`src/inc/dac_update_defines.svh`:
```
`ifndef DAC_UPDATE_DEFINES_SVH
`define DAC_UPDATE_DEFINES_SVH

// ----------------------------------------
// frame layout
// ----------------------------------------
`define FRAME_BITS         5'd24
`define CMD_MSB            23
`define CMD_LSB            20
`define ADDR_MSB           19
`define ADDR_LSB           16
`define CODE_MSB           15
`define CODE_LSB           0
`define MASK_MSB           7
`define GAIN_FIELD_MSB     2
`define GAIN_BIT           2

// ----------------------------------------
// command codes
// ----------------------------------------
`define CMD_WRITE_INPUT    4'h1
`define CMD_UPDATE_DAC     4'h2
`define CMD_WRITE_UPDATE   4'h3
`define CMD_LOAD_MASK      4'h5
`define CMD_SOFT_RESET     4'h6
`define CMD_GAIN_SETUP     4'h7

// ----------------------------------------
// reset values and codes
// ----------------------------------------
`define NUM_CHANNELS       8
`define MASK_RESET         8'h00
`define GAIN_RESET         3'h0
`define ZERO_SCALE_CODE    16'h0000
`define MID_SCALE_CODE     16'h8000

// ----------------------------------------
// timing
// ----------------------------------------
`define CLK_PERIOD_NS      10
`define POR_TIME_NS        500
`define POR_CYCLES         ((`POR_TIME_NS + `CLK_PERIOD_NS - 1) / `CLK_PERIOD_NS)

`endif

```
`src/inc/dac_update_pkg.sv`:
```
package dac_update_pkg;

    typedef enum logic [1:0] {
        PWR_POR,
        PWR_HW_RESET,
        PWR_RUN
    } power_state_e;

    typedef logic [15:0] code_t;
    typedef logic [3:0]  cmd_t;
    typedef logic [3:0]  addr_t;

endpackage

```
`src/design/dac_channel_cell.sv`:
```
`timescale 1ns/10ps
`include "dac_update_defines.svh"
module dac_channel_cell (
    input  wire logic                 clk,
    input  wire logic                 rst_n,
    input  wire logic                 clear,
    input  wire dac_update_pkg::code_t clear_code,
    input  wire logic                 write_input,
    input  wire logic                 write_dac,
    input  wire logic                 copy_input,
    input  wire dac_update_pkg::code_t data,
    output dac_update_pkg::code_t     input_code,
    output dac_update_pkg::code_t     dac_code
);

    // ----------------------------------------
    // input register
    // ----------------------------------------
    always_ff @(posedge clk or negedge rst_n) begin
        if (!rst_n) begin
            input_code <= `ZERO_SCALE_CODE;
        end else if (clear) begin
            input_code <= clear_code;
        end else if (write_input) begin
            input_code <= data;
        end
    end

    // ----------------------------------------
    // dac register, holds until loaded
    // ----------------------------------------
    always_ff @(posedge clk or negedge rst_n) begin
        if (!rst_n) begin
            dac_code <= `ZERO_SCALE_CODE;
        end else if (clear) begin
            dac_code <= clear_code;
        end else if (write_dac) begin
            dac_code <= data;
        end else if (copy_input) begin
            dac_code <= input_code;
        end
    end

endmodule

```
`src/design/dac_update_reset_gain_control.sv`:
```
// Overview of operation
// [RULE1] strobe low in write: input and dac
// [RULE2] strobe high: input only, later edge
// [RULE3] command 0101 loads eight-bit channel mask
// [RULE4] mask resets to zero, pin controls
// [RULE5] masked channel sees strobe as high
// [RULE6] strobe falling edge copies unmasked channels
// [RULE7] strobe held low overrides the mask
// [RULE8] command 0010 copies input to dac
// [RULE9] command 0011 writes input and dac
// [RULE10] reset pin clears to selected level
// [RULE11] cleared code held until rewritten
// [RULE12] reset pin low blocks every update; mask and gain commands still load while it is low
// [RULE13] command 0110 repeats the power-on reset
// [RULE14] pins ignored during power-on reset
// [RULE15] power-up level from reset level select
// [RULE16] power-up level held until written
// [RULE17] gain bit two selects gain two
// [RULE18] host sends gain frame, reserved zero
// [RULE19] exactly 24 bits, act on sync rise
// [RULE20] strobe low makes input transparent
// [RULE21] update command drives outputs directly
// [RULE22] bits 19:16 address, 15:0 code
`timescale 1ns/10ps
`include "dac_update_defines.svh"
module dac_update_reset_gain_control (
    input  wire logic  CLK,
    input  wire logic  RESETN,
    input  wire logic  SCLK,
    input  wire logic  SYNC_N,
    input  wire logic  SDI,
    input  wire logic  LOAD_STROBE_N,
    input  wire logic  DAC_RESET_N,
    input  wire logic  RESET_LEVEL_SELECT,
    output logic [127:0] DAC_CODES,
    output logic [7:0]   STROBE_MASK,
    output logic         GAIN_SEL,
    output logic         POR_BUSY
);

    // ----------------------------------------
    // declarations
    // ----------------------------------------
    localparam int NCH = `NUM_CHANNELS;

    logic                        rst_meta_reg;
    logic                        rst_sync_reg;
    logic                        rst_n;
    logic [4:0]                  pin_meta_reg;
    logic [4:0]                  pin_sync_reg;
    logic [2:0]                  pin_prev_reg;
    logic                        sclk_s;
    logic                        sync_n_s;
    logic                        sdi_s;
    logic                        strobe_n_s;
    logic                        hw_reset_n_s;
    logic                        level_sel_s;
    logic                        sclk_fall;
    logic                        frame_start;
    logic                        frame_end;
    logic                        strobe_fall;
    logic [23:0]                 shift_reg;
    logic [4:0]                  bit_cnt_reg;
    logic                        strobe_held_reg;
    logic                        frame_ok;
    dac_update_pkg::cmd_t        cmd;
    dac_update_pkg::addr_t       addr;
    dac_update_pkg::code_t       code;
    dac_update_pkg::power_state_e pwr_reg;
    logic [15:0]                 por_cnt_reg;
    logic                        por_done;
    logic                        soft_reset;
    logic                        running;
    logic                        clear_all;
    dac_update_pkg::code_t       clear_code;
    logic [7:0]                  load_strobe_channel_mask_reg;
    logic [2:0]                  amplifier_gain_setup_reg;
    logic                        held_low;
    logic                        strobe_low;
    logic [NCH-1:0]              ch_sel;
    logic [NCH-1:0]              ch_write_input;
    logic [NCH-1:0]              ch_write_dac;
    logic [NCH-1:0]              ch_copy;

    // ----------------------------------------
    // reset release
    // ----------------------------------------
    always_ff @(posedge CLK or negedge RESETN) begin
        if (!RESETN) begin
            rst_meta_reg <= 1'b0;
            rst_sync_reg <= 1'b0;
        end else begin
            rst_meta_reg <= 1'b1;
            rst_sync_reg <= rst_meta_reg;
        end
    end

    assign rst_n = rst_sync_reg;

    // ----------------------------------------
    // pin synchronisers
    // ----------------------------------------
    always_ff @(posedge CLK or negedge rst_n) begin
        if (!rst_n) begin
            pin_meta_reg <= 5'h1d;
            pin_sync_reg <= 5'h1d;
        end else begin
            pin_meta_reg <= {RESET_LEVEL_SELECT, DAC_RESET_N, LOAD_STROBE_N, SDI, SCLK};
            pin_sync_reg <= pin_meta_reg;
        end
    end

    assign sclk_s       = pin_sync_reg[0];
    assign sdi_s        = pin_sync_reg[1];
    assign strobe_n_s   = pin_sync_reg[2];
    assign hw_reset_n_s = pin_sync_reg[3];
    assign level_sel_s  = pin_sync_reg[4];

    always_ff @(posedge CLK or negedge rst_n) begin
        if (!rst_n) begin
            pin_prev_reg <= 3'h7;
        end else begin
            pin_prev_reg <= {strobe_n_s, sync_n_s, sclk_s};
        end
    end

    // ----------------------------------------
    // frame sync synchroniser
    // ----------------------------------------
    logic sync_meta_reg;
    logic sync_sync_reg;

    always_ff @(posedge CLK or negedge rst_n) begin
        if (!rst_n) begin
            sync_meta_reg <= 1'b1;
            sync_sync_reg <= 1'b1;
        end else begin
            sync_meta_reg <= SYNC_N;
            sync_sync_reg <= sync_meta_reg;
        end
    end

    assign sync_n_s = sync_sync_reg;

    // ----------------------------------------
    // edge detection
    // ----------------------------------------
    assign sclk_fall   = pin_prev_reg[0] & ~sclk_s;
    assign frame_start = pin_prev_reg[1] & ~sync_n_s;
    assign frame_end   = ~pin_prev_reg[1] & sync_n_s;
    assign strobe_fall = pin_prev_reg[2] & ~strobe_n_s;
    assign strobe_low  = ~strobe_n_s;

    // ----------------------------------------
    // serial shifter
    // ----------------------------------------
    always_ff @(posedge CLK or negedge rst_n) begin
        if (!rst_n) begin
            shift_reg <= 24'h000000;
        end else if (!sync_n_s && sclk_fall) begin
            shift_reg <= {shift_reg[22:0], sdi_s};
        end
    end

    always_ff @(posedge CLK or negedge rst_n) begin
        if (!rst_n) begin
            bit_cnt_reg <= 5'h00;
        end else if (frame_start) begin
            bit_cnt_reg <= 5'h00;
        end else if (!sync_n_s && sclk_fall && bit_cnt_reg != 5'h1f) begin
            bit_cnt_reg <= bit_cnt_reg + 5'h01;
        end
    end

    // strobe seen low for the whole frame
    always_ff @(posedge CLK or negedge rst_n) begin
        if (!rst_n) begin
            strobe_held_reg <= 1'b0;
        end else if (frame_start) begin
            strobe_held_reg <= strobe_low;
        end else if (!sync_n_s && !strobe_low) begin
            strobe_held_reg <= 1'b0;
        end
    end

    assign frame_ok = frame_end && bit_cnt_reg == `FRAME_BITS; // see [RULE19]
    assign cmd      = shift_reg[`CMD_MSB:`CMD_LSB];
    assign addr     = shift_reg[`ADDR_MSB:`ADDR_LSB]; // see [RULE22]
    assign code     = shift_reg[`CODE_MSB:`CODE_LSB]; // see [RULE22]
    assign held_low = strobe_held_reg & strobe_low;

    // ----------------------------------------
    // command decode, complete frames only
    // ----------------------------------------
    logic                        do_write_input;
    logic                        do_update;
    logic                        do_write_update;
    logic                        do_load_mask;
    logic                        do_soft_reset;
    logic                        do_gain;

    assign do_write_input  = frame_ok && cmd == `CMD_WRITE_INPUT;
    assign do_update       = frame_ok && cmd == `CMD_UPDATE_DAC; // see [RULE8]
    assign do_write_update = frame_ok && cmd == `CMD_WRITE_UPDATE;
    assign do_load_mask    = frame_ok && cmd == `CMD_LOAD_MASK;
    assign do_soft_reset   = frame_ok && cmd == `CMD_SOFT_RESET;
    assign do_gain         = frame_ok && cmd == `CMD_GAIN_SETUP;

    // ----------------------------------------
    // power and reset sequencing
    // ----------------------------------------
    assign running    = pwr_reg == dac_update_pkg::PWR_RUN;
    assign soft_reset = running && do_soft_reset;
    assign por_done   = por_cnt_reg == 16'(`POR_CYCLES - 1);

    always_ff @(posedge CLK or negedge rst_n) begin
        if (!rst_n) begin
            pwr_reg <= dac_update_pkg::PWR_POR;
        end else begin
            unique case (pwr_reg)
                dac_update_pkg::PWR_POR: begin
                    // pins not looked at here, see [RULE14]
                    if (por_done) begin
                        pwr_reg <= dac_update_pkg::PWR_RUN;
                    end
                end
                dac_update_pkg::PWR_HW_RESET: begin
                    if (hw_reset_n_s) begin
                        pwr_reg <= dac_update_pkg::PWR_RUN;
                    end
                end
                dac_update_pkg::PWR_RUN: begin
                    if (soft_reset) begin
                        pwr_reg <= dac_update_pkg::PWR_POR; // see [RULE13]
                    end else if (!hw_reset_n_s) begin
                        pwr_reg <= dac_update_pkg::PWR_HW_RESET; // see [RULE10]
                    end
                end
                default: begin
                    pwr_reg <= dac_update_pkg::PWR_POR;
                end
            endcase
        end
    end

    always_ff @(posedge CLK or negedge rst_n) begin
        if (!rst_n) begin
            por_cnt_reg <= 16'h0000;
        end else if (pwr_reg != dac_update_pkg::PWR_POR) begin
            por_cnt_reg <= 16'h0000;
        end else if (!por_done) begin
            por_cnt_reg <= por_cnt_reg + 16'h0001;
        end
    end

    // clear in power-on or while pin seen low, see [RULE12]
    // stops once release is seen, so a level change cannot leak in
    assign clear_all  = pwr_reg == dac_update_pkg::PWR_POR
        || (pwr_reg == dac_update_pkg::PWR_HW_RESET && !hw_reset_n_s);
    // see [RULE10] [RULE15]
    assign clear_code = level_sel_s ? `MID_SCALE_CODE : `ZERO_SCALE_CODE;

    // ----------------------------------------
    // strobe mask register
    // ----------------------------------------
    always_ff @(posedge CLK or negedge rst_n) begin
        if (!rst_n) begin
            load_strobe_channel_mask_reg <= `MASK_RESET; // see [RULE4]
        end else if (pwr_reg == dac_update_pkg::PWR_POR) begin
            load_strobe_channel_mask_reg <= `MASK_RESET; // see [RULE13]
        end else if (do_load_mask) begin
            // address field not decoded, see [RULE3]
            load_strobe_channel_mask_reg <= shift_reg[`MASK_MSB:0];
        end
    end

    // ----------------------------------------
    // gain setup register
    // ----------------------------------------
    always_ff @(posedge CLK or negedge rst_n) begin
        if (!rst_n) begin
            amplifier_gain_setup_reg <= `GAIN_RESET;
        end else if (pwr_reg == dac_update_pkg::PWR_POR) begin
            amplifier_gain_setup_reg <= `GAIN_RESET;
        end else if (do_gain) begin
            // bits 19 to 3 dropped, see [RULE18]
            amplifier_gain_setup_reg <= shift_reg[`GAIN_FIELD_MSB:0];
        end
    end

    // ----------------------------------------
    // channels
    // ----------------------------------------
    genvar i;
    generate
        for (i = 0; i < NCH; i = i + 1) begin : g_ch
            dac_update_pkg::code_t dac_code;

            assign ch_sel[i] = addr == 4'(i); // see [RULE22]

            // see [RULE9] [RULE2]
            assign ch_write_input[i] = running && ch_sel[i]
                && (do_write_input || do_write_update);

            // see [RULE1] [RULE7] [RULE20] [RULE5] [RULE9]
            assign ch_write_dac[i] = running && ch_sel[i]
                && (do_write_update
                    || (do_write_input
                        && (held_low
                            || (strobe_low && !load_strobe_channel_mask_reg[i]))));

            // see [RULE6] [RULE2] [RULE5] [RULE8] [RULE21]
            assign ch_copy[i] = running
                && ((do_update && ch_sel[i])
                    || (strobe_fall && !load_strobe_channel_mask_reg[i]));

            // holds value between loads, see [RULE11] [RULE16]
            dac_channel_cell u_cell (
                .clk         (CLK),
                .rst_n       (rst_n),
                .clear       (clear_all),
                .clear_code  (clear_code),
                .write_input (ch_write_input[i]),
                .write_dac   (ch_write_dac[i]),
                .copy_input  (ch_copy[i]),
                .data        (code),
                .input_code  (),
                .dac_code    (dac_code)
            );

            assign DAC_CODES[16*i +: 16] = dac_code;
        end
    endgenerate

    // ----------------------------------------
    // outputs
    // ----------------------------------------
    assign STROBE_MASK = load_strobe_channel_mask_reg;
    assign GAIN_SEL    = amplifier_gain_setup_reg[`GAIN_BIT]; // see [RULE17]
    assign POR_BUSY    = pwr_reg == dac_update_pkg::PWR_POR;

endmodule

```
`config.mk`:
```
export PLATFORM = sky130hd
export DESIGN_NAME = dac_update_reset_gain_control
export DESIGN_NICKNAME = d
export VERILOG_FILES = /design/src/inc/dac_update_pkg.sv /design/src/design/dac_channel_cell.sv /design/src/design/dac_update_reset_gain_control.sv
export VERILOG_INCLUDE_DIRS = /design/src /design/src/inc
export SDC_FILE = /design/constraint.sdc
export NUM_CORES = 1
export LEC_CHECK = 0
export ABC_AREA = 1
export BUFFER_PORTS_ARGS = -buffer_cell sky130_fd_sc_hd__buf_2
export CORE_UTILIZATION = 56
export DETAILED_ROUTE_END_ITERATION = 12
export GPL_TIMING_DRIVEN = 0
export PLACE_DENSITY = 0.87
export SLEW_MARGIN = 10
export SYNTH_ARGS = -nofsm -noshare
export SYNTH_HDL_FRONTEND = slang
export SYNTH_SLANG_ARGS = --single-unit
```
`constraint.sdc`:
```
create_clock -name CLK -period 13.4 [get_ports CLK]
set_input_delay 1.34 -clock CLK [delete_from_list [all_inputs] [get_ports CLK]]
set_output_delay 1.34 -clock CLK [all_outputs]
set_load 0.02 [all_outputs]
```
## Word level (Yosys, flattened, before mapping)

Cells that the tools add are included.
W data, S select, Z words.

| word-level totals | value |
|---|---|
| register bits after elaboration | 332 |
| input bits | 8 |
| output and inout bits | 138 |
| word-level logic and storage cells | 255 |

| cells by class | value |
|---|---|
| add/sub/neg operators | 2 |
| equality and inequality tests | 22 |
| mux-type cells | 56 |
| bitwise logic cells | 9 |
| reductions and logical operators | 136 |

Operators with widths:

| cell | count |
|---|---|
| $mux W16 | 43 |
| $logic_and A1 B1 Y1 | 76 |
| $eq A4 B3 Y1 const B | 7 |
| $logic_or A1 B1 Y1 | 26 |
| $reduce_bool A2 Y1 | 13 |
| $reduce_bool A3 Y1 | 8 |
| $add A16 B1 Y16 const B | 1 |
| $eq A16 B6 Y1 const B | 1 |
| $eq A4 B2 Y1 const B | 4 |
| $mux W8 | 2 |
| $logic_not A1 Y1 | 10 |
| $mux W5 | 2 |
| $eq A4 B1 Y1 const B | 2 |
| $mux W2 | 4 |
| $mux W3 | 2 |
| $pmux W2 S3 | 1 |
| $add A5 B1 Y5 const B | 1 |
| $and A1 B1 Y1 | 5 |
| $eq A5 B5 Y1 const B | 1 |
| $ne A5 B5 Y1 const B | 1 |
| $logic_not A4 Y1 | 1 |
| $ne A2 B1 Y1 const B | 2 |
| $not A1 Y1 | 4 |
| $ne A3 B3 Y1 const B | 1 |
| 6 further kinds | 7 |

## Longest topological paths before layout

| depth | value |
|---|---|
| depth in word-level cells | 10 |
| mapped depth | 12 |

## Modules after synthesis

From an unflattened synthesis, not the netlist that was laid out.

| second synthesis, totals | value |
|---|---|
| cells, all modules | 2373 |
| area total of the unflattened synthesis | 17987.3 um2 |

By module, submodules not included:

| module | instances | cells each | area each (um2) | sequential area each (um2) |
|---|---|---|---|---|
| dac_channel_cell | 8 | 244 | 1810.5 | 800.8 |
| dac_update_reset_gain_control | 1 | 421 | 3503.4 | 1868.0 |

## Least setup slack after synthesis

Ideal clock, no wire load.

| timing path | value |
|---|---|
| path kind | register to output |
| start | reg pwr_reg[1] |
| end | out POR_BUSY |
| arrival time | 1.046 ns |
| slack | 11.014 ns |
| stages on the path, launching flop included | 3 |
| path buffers | 1 |
| cell sequence | dfrtp_1 -> nor2_1 -> clkbuf_1 |

| between the ends | value |
|---|---|
| cells in the longest elaborated chain, start to end | 1 |

Ends and longest elaborated chain:

| what | line | RTL |
|---|---|---|
| from (decl) | dac_update_reset_gain_control.sv:69 | `dac_update_pkg::power_state_e pwr_reg;` |
| from (signal assigned) | dac_update_reset_gain_control.sv:218 | `pwr_reg <= dac_update_pkg::PWR_POR;` |
| from (signal assigned) | dac_update_reset_gain_control.sv:224 | `pwr_reg <= dac_update_pkg::PWR_RUN;` |
| from (signal assigned) | dac_update_reset_gain_control.sv:229 | `pwr_reg <= dac_update_pkg::PWR_RUN;` |
| $logic_not A2 Y1 | dac_update_reset_gain_control.sv:340 | `assign POR_BUSY = pwr_reg == dac_update_pkg::PWR_POR;` |
| to (decl) | dac_update_reset_gain_control.sv:38 | `output logic POR_BUSY` |

Every way passes these cells.

## Worst setup path in the final report

Same ends and word-level chain as after synthesis.

==> out/results.tsv <==
metric	value	unit
CTS root buf	clkbuf_16	
TNS Setup	0	ns
Hold WC Path Type	flop to flop	
RePlAce Congestion	0.943	
Most used DFF post-synth	dfrtp_1	
worst-path maximum fanout	10	
share of flip-flops with an asynchronous set or reset	100	%
top-area cell type share of the netlist area	52.1	%
crit end category	primary output	
status	finished clean	
Slew Limit Fails	0	
postcts setup bufs	0	
crit path launch	pwr_reg[1]$_DFFE_PN0P_	
worst clock skew	0.0126	ns
aggregate routed wire length	44700	um
Num Clock Sinks	330	
CP Data Arrival Time	1.92	ns
critical path class	flop to primary output	
routed via count	14000	
Iteration-0 DRC Markers	1807	
core area	26400	sq um
GRT Overall Usage	32.3	%
CTS buffer count	35	
# hold bufs at CTS	0	
unique cell type count in the Yosys netlist	40	
Worst Setup Start Kind	flop	
Clock Tree Buf Depth	3	
Max stage delay cell, worst path	dfrtp_1	
yosys synthesis warning count	0	
mean routed wirelength per cell	18.6	um
min-delay src	pin_meta_reg[1]$_DFF_PN0_	
Critical R2R Launch	pin_sync_reg[3]$_DFF_PN1_	
Die Y	167	um
die area	27900	sq um
final hold vios	0	
worst slew pin tran	1.21	ns
crit path time final	3.26	ns
total global routing overflow	0	
commonest non-fill, non-tap cells in the layout	nand2_1, dfrtp_1, nor2_1	
Setup violations, final	0	
post-DP HPWL	29100	um
Worst VDD drop	0.0944	mV
Post-synth EDFFs	0	
slew margin rel.	19.0	%
commonest non-fill, non-tap cell in the layout	nand2_1	
IO buf count	145	
H-tree levels	2	
Cells after Synth	1860	
P_leak	9.48	nW
Clk Latency, worst-skew pair	0.52	ns
vias in the first global route	13300	
PwrDens	117	nW/um^2
crit-path cells	nor2_1 > clkbuf_1 > buf_2	
global-route wire length before repair	70100	um
post-synthesis sequential area ratio	54.3	%
Initial Util	57.8	%
total of max-cap violations	0	
RSZ-0062 raised after global routing	false	
Routed Antenna Nets	0	
Yosys reg bits	330	
Site Rows	59	
Via-to-Cell Ratio	5.82	
initial antenna violation count	1	
CTS clock-pin slew for the worst setup and hold paths	0.06	ns
synthesized area	15200	sq um
Mapped Nets	1873	
fmax	306	MHz
I/O pins	146	
width of the chip	167	um
Worst path max stage delay	0.42	ns
TritonCTS clock tree	built	
share of cells above drive strength 1	15.5	%
area leader, netlist	dfrtp_1	
fin area	17700	sq um
area growth from synthesis to layout	16.0	%
drc violations	0	
cell family with most CP delay	buffers and inverters	
required time worst endpoint	12.06	ns
Post-CTS Resized	0	
final period utilization	24.4	%
n_diodes	0	
Design Power	2.07	mW
synthesized area per cell	8.19	sq um
Synth area leaders	dfrtp_1, nand2_1, nor2_1	
drt pass-1 iters	6	
Buf+Inv Stages, Crit Path	2	
dpl cell area	16500	sq um
net count reported at finish	2061	
largest net degree at the start of global routing	68	
[worst reg2reg max path: stages (launching register included)]
cell and delay, ns:
dfstp_2 0.55, nor3_1 0.08, nor2_2 0.21, buf_4 0.24, buf_4 0.23, buf_2 0.39
nand2_1 0.48, o21ai_0 0.32
[metal layers]
| metal | track usage (%) | wire (um) | vias to the layer above |
|---|---|---|---|
| li1 | - | - | 6414 |
| met1 | 42.5 | 17000 | 6531 |
| met2 | 49.0 | 19600 | 849 |
| met3 | 7.63 | 5350 | 198 |
| met4 | 19.4 | 2780 | 0 |
| met5 | 0 | 0 | - |
[power breakdown]
| part | leakage [nW] | internal [mW] | switching, mW |
|---|---|---|---|
| clock | 0.562 | 0.566 | 0.392 |
| sequential | 4.50 | 1.01 | 0.00673 |
| combinational | 4.42 | 0.0161 | 0.0835 |
| total | 9.48 | 1.59 | 0.483 |
[cells in the mapped netlist (5+ instances only)]
library cell    n
nand2_1       482
dfrtp_1       317
nor2_1        297
nand3_1       158
a21oi_1       147
o21ai_0       128
inv_1          69
clkbuf_1       63
o21ai_1        48
buf_2          32
nor2_2         15
dfstp_2        13
buf_6           9
nor3_1          9
a21oi_4         8
nand3_4         8
inv_2           7
o22ai_1         7
ha_1            5
nor2_4          5
o21ai_2         5
[path summary, 6_finish.rpt]
path / depth (start not counted) / slack, ns / end
min: 0 / 0.34 / pin_sync_reg[1]$_DFF_PN0_
max reg2reg: 7 / 10.80 / g_ch[4].u_cell.input_code[1]$_DFFE_PN0P_
min reg2reg: 0 / 0.34 / pin_sync_reg[1]$_DFF_PN0_
max in group asynchronous: 3 / 12.08 / g_ch[1].u_cell.dac_code[1]$_DFFE_PN0P_
max: 3 / 10.14 / POR_BUSY
min in group asynchronous: 0 / 0.36 / pin_sync_reg[2]$_DFF_PN1_
[area by class of cell]
class	count	area, sq um
fillers	2032	8690
clock buffers	51	1060
flip-flops and latches	330	8280
clock inverters	9	72.6
plain buffers	109	528
multi-input cells	1343	6130
inverters	78	295
repair buffers	151	883
well taps	335	419
[logic make-up after synthesis]
| kind of cell | Yosys count | synth area share, % |
|---|---|---|
| adder cells (fa/ha/maj) | 5 | 0.411 |
| AO/OA/AOI/OAI | 347 | 12.2 |
| AND/OR/NAND/NOR | 989 | 27.5 |
| flip-flops | 330 | 54.3 |
| other | 1 | 0.0246 |
| buffers and inverters | 187 | 5.41 |
| XOR/XNOR | 1 | 0.0575 |
[through the flow]
stage               std cells  worst slack, ns  hold WS [ns]  utilization (%)
global placement         2340            0.420         0.335             62.1
CTS                      2406            10.17         0.339             67.0
finish                   2406            10.14         0.344             67.0
floorplan                1860             3.54         0.331                -
global route             2406            10.07         0.355             67.0
detailed placement       2346            10.72         0.335             62.7
(Power assumes the default switching activity.)
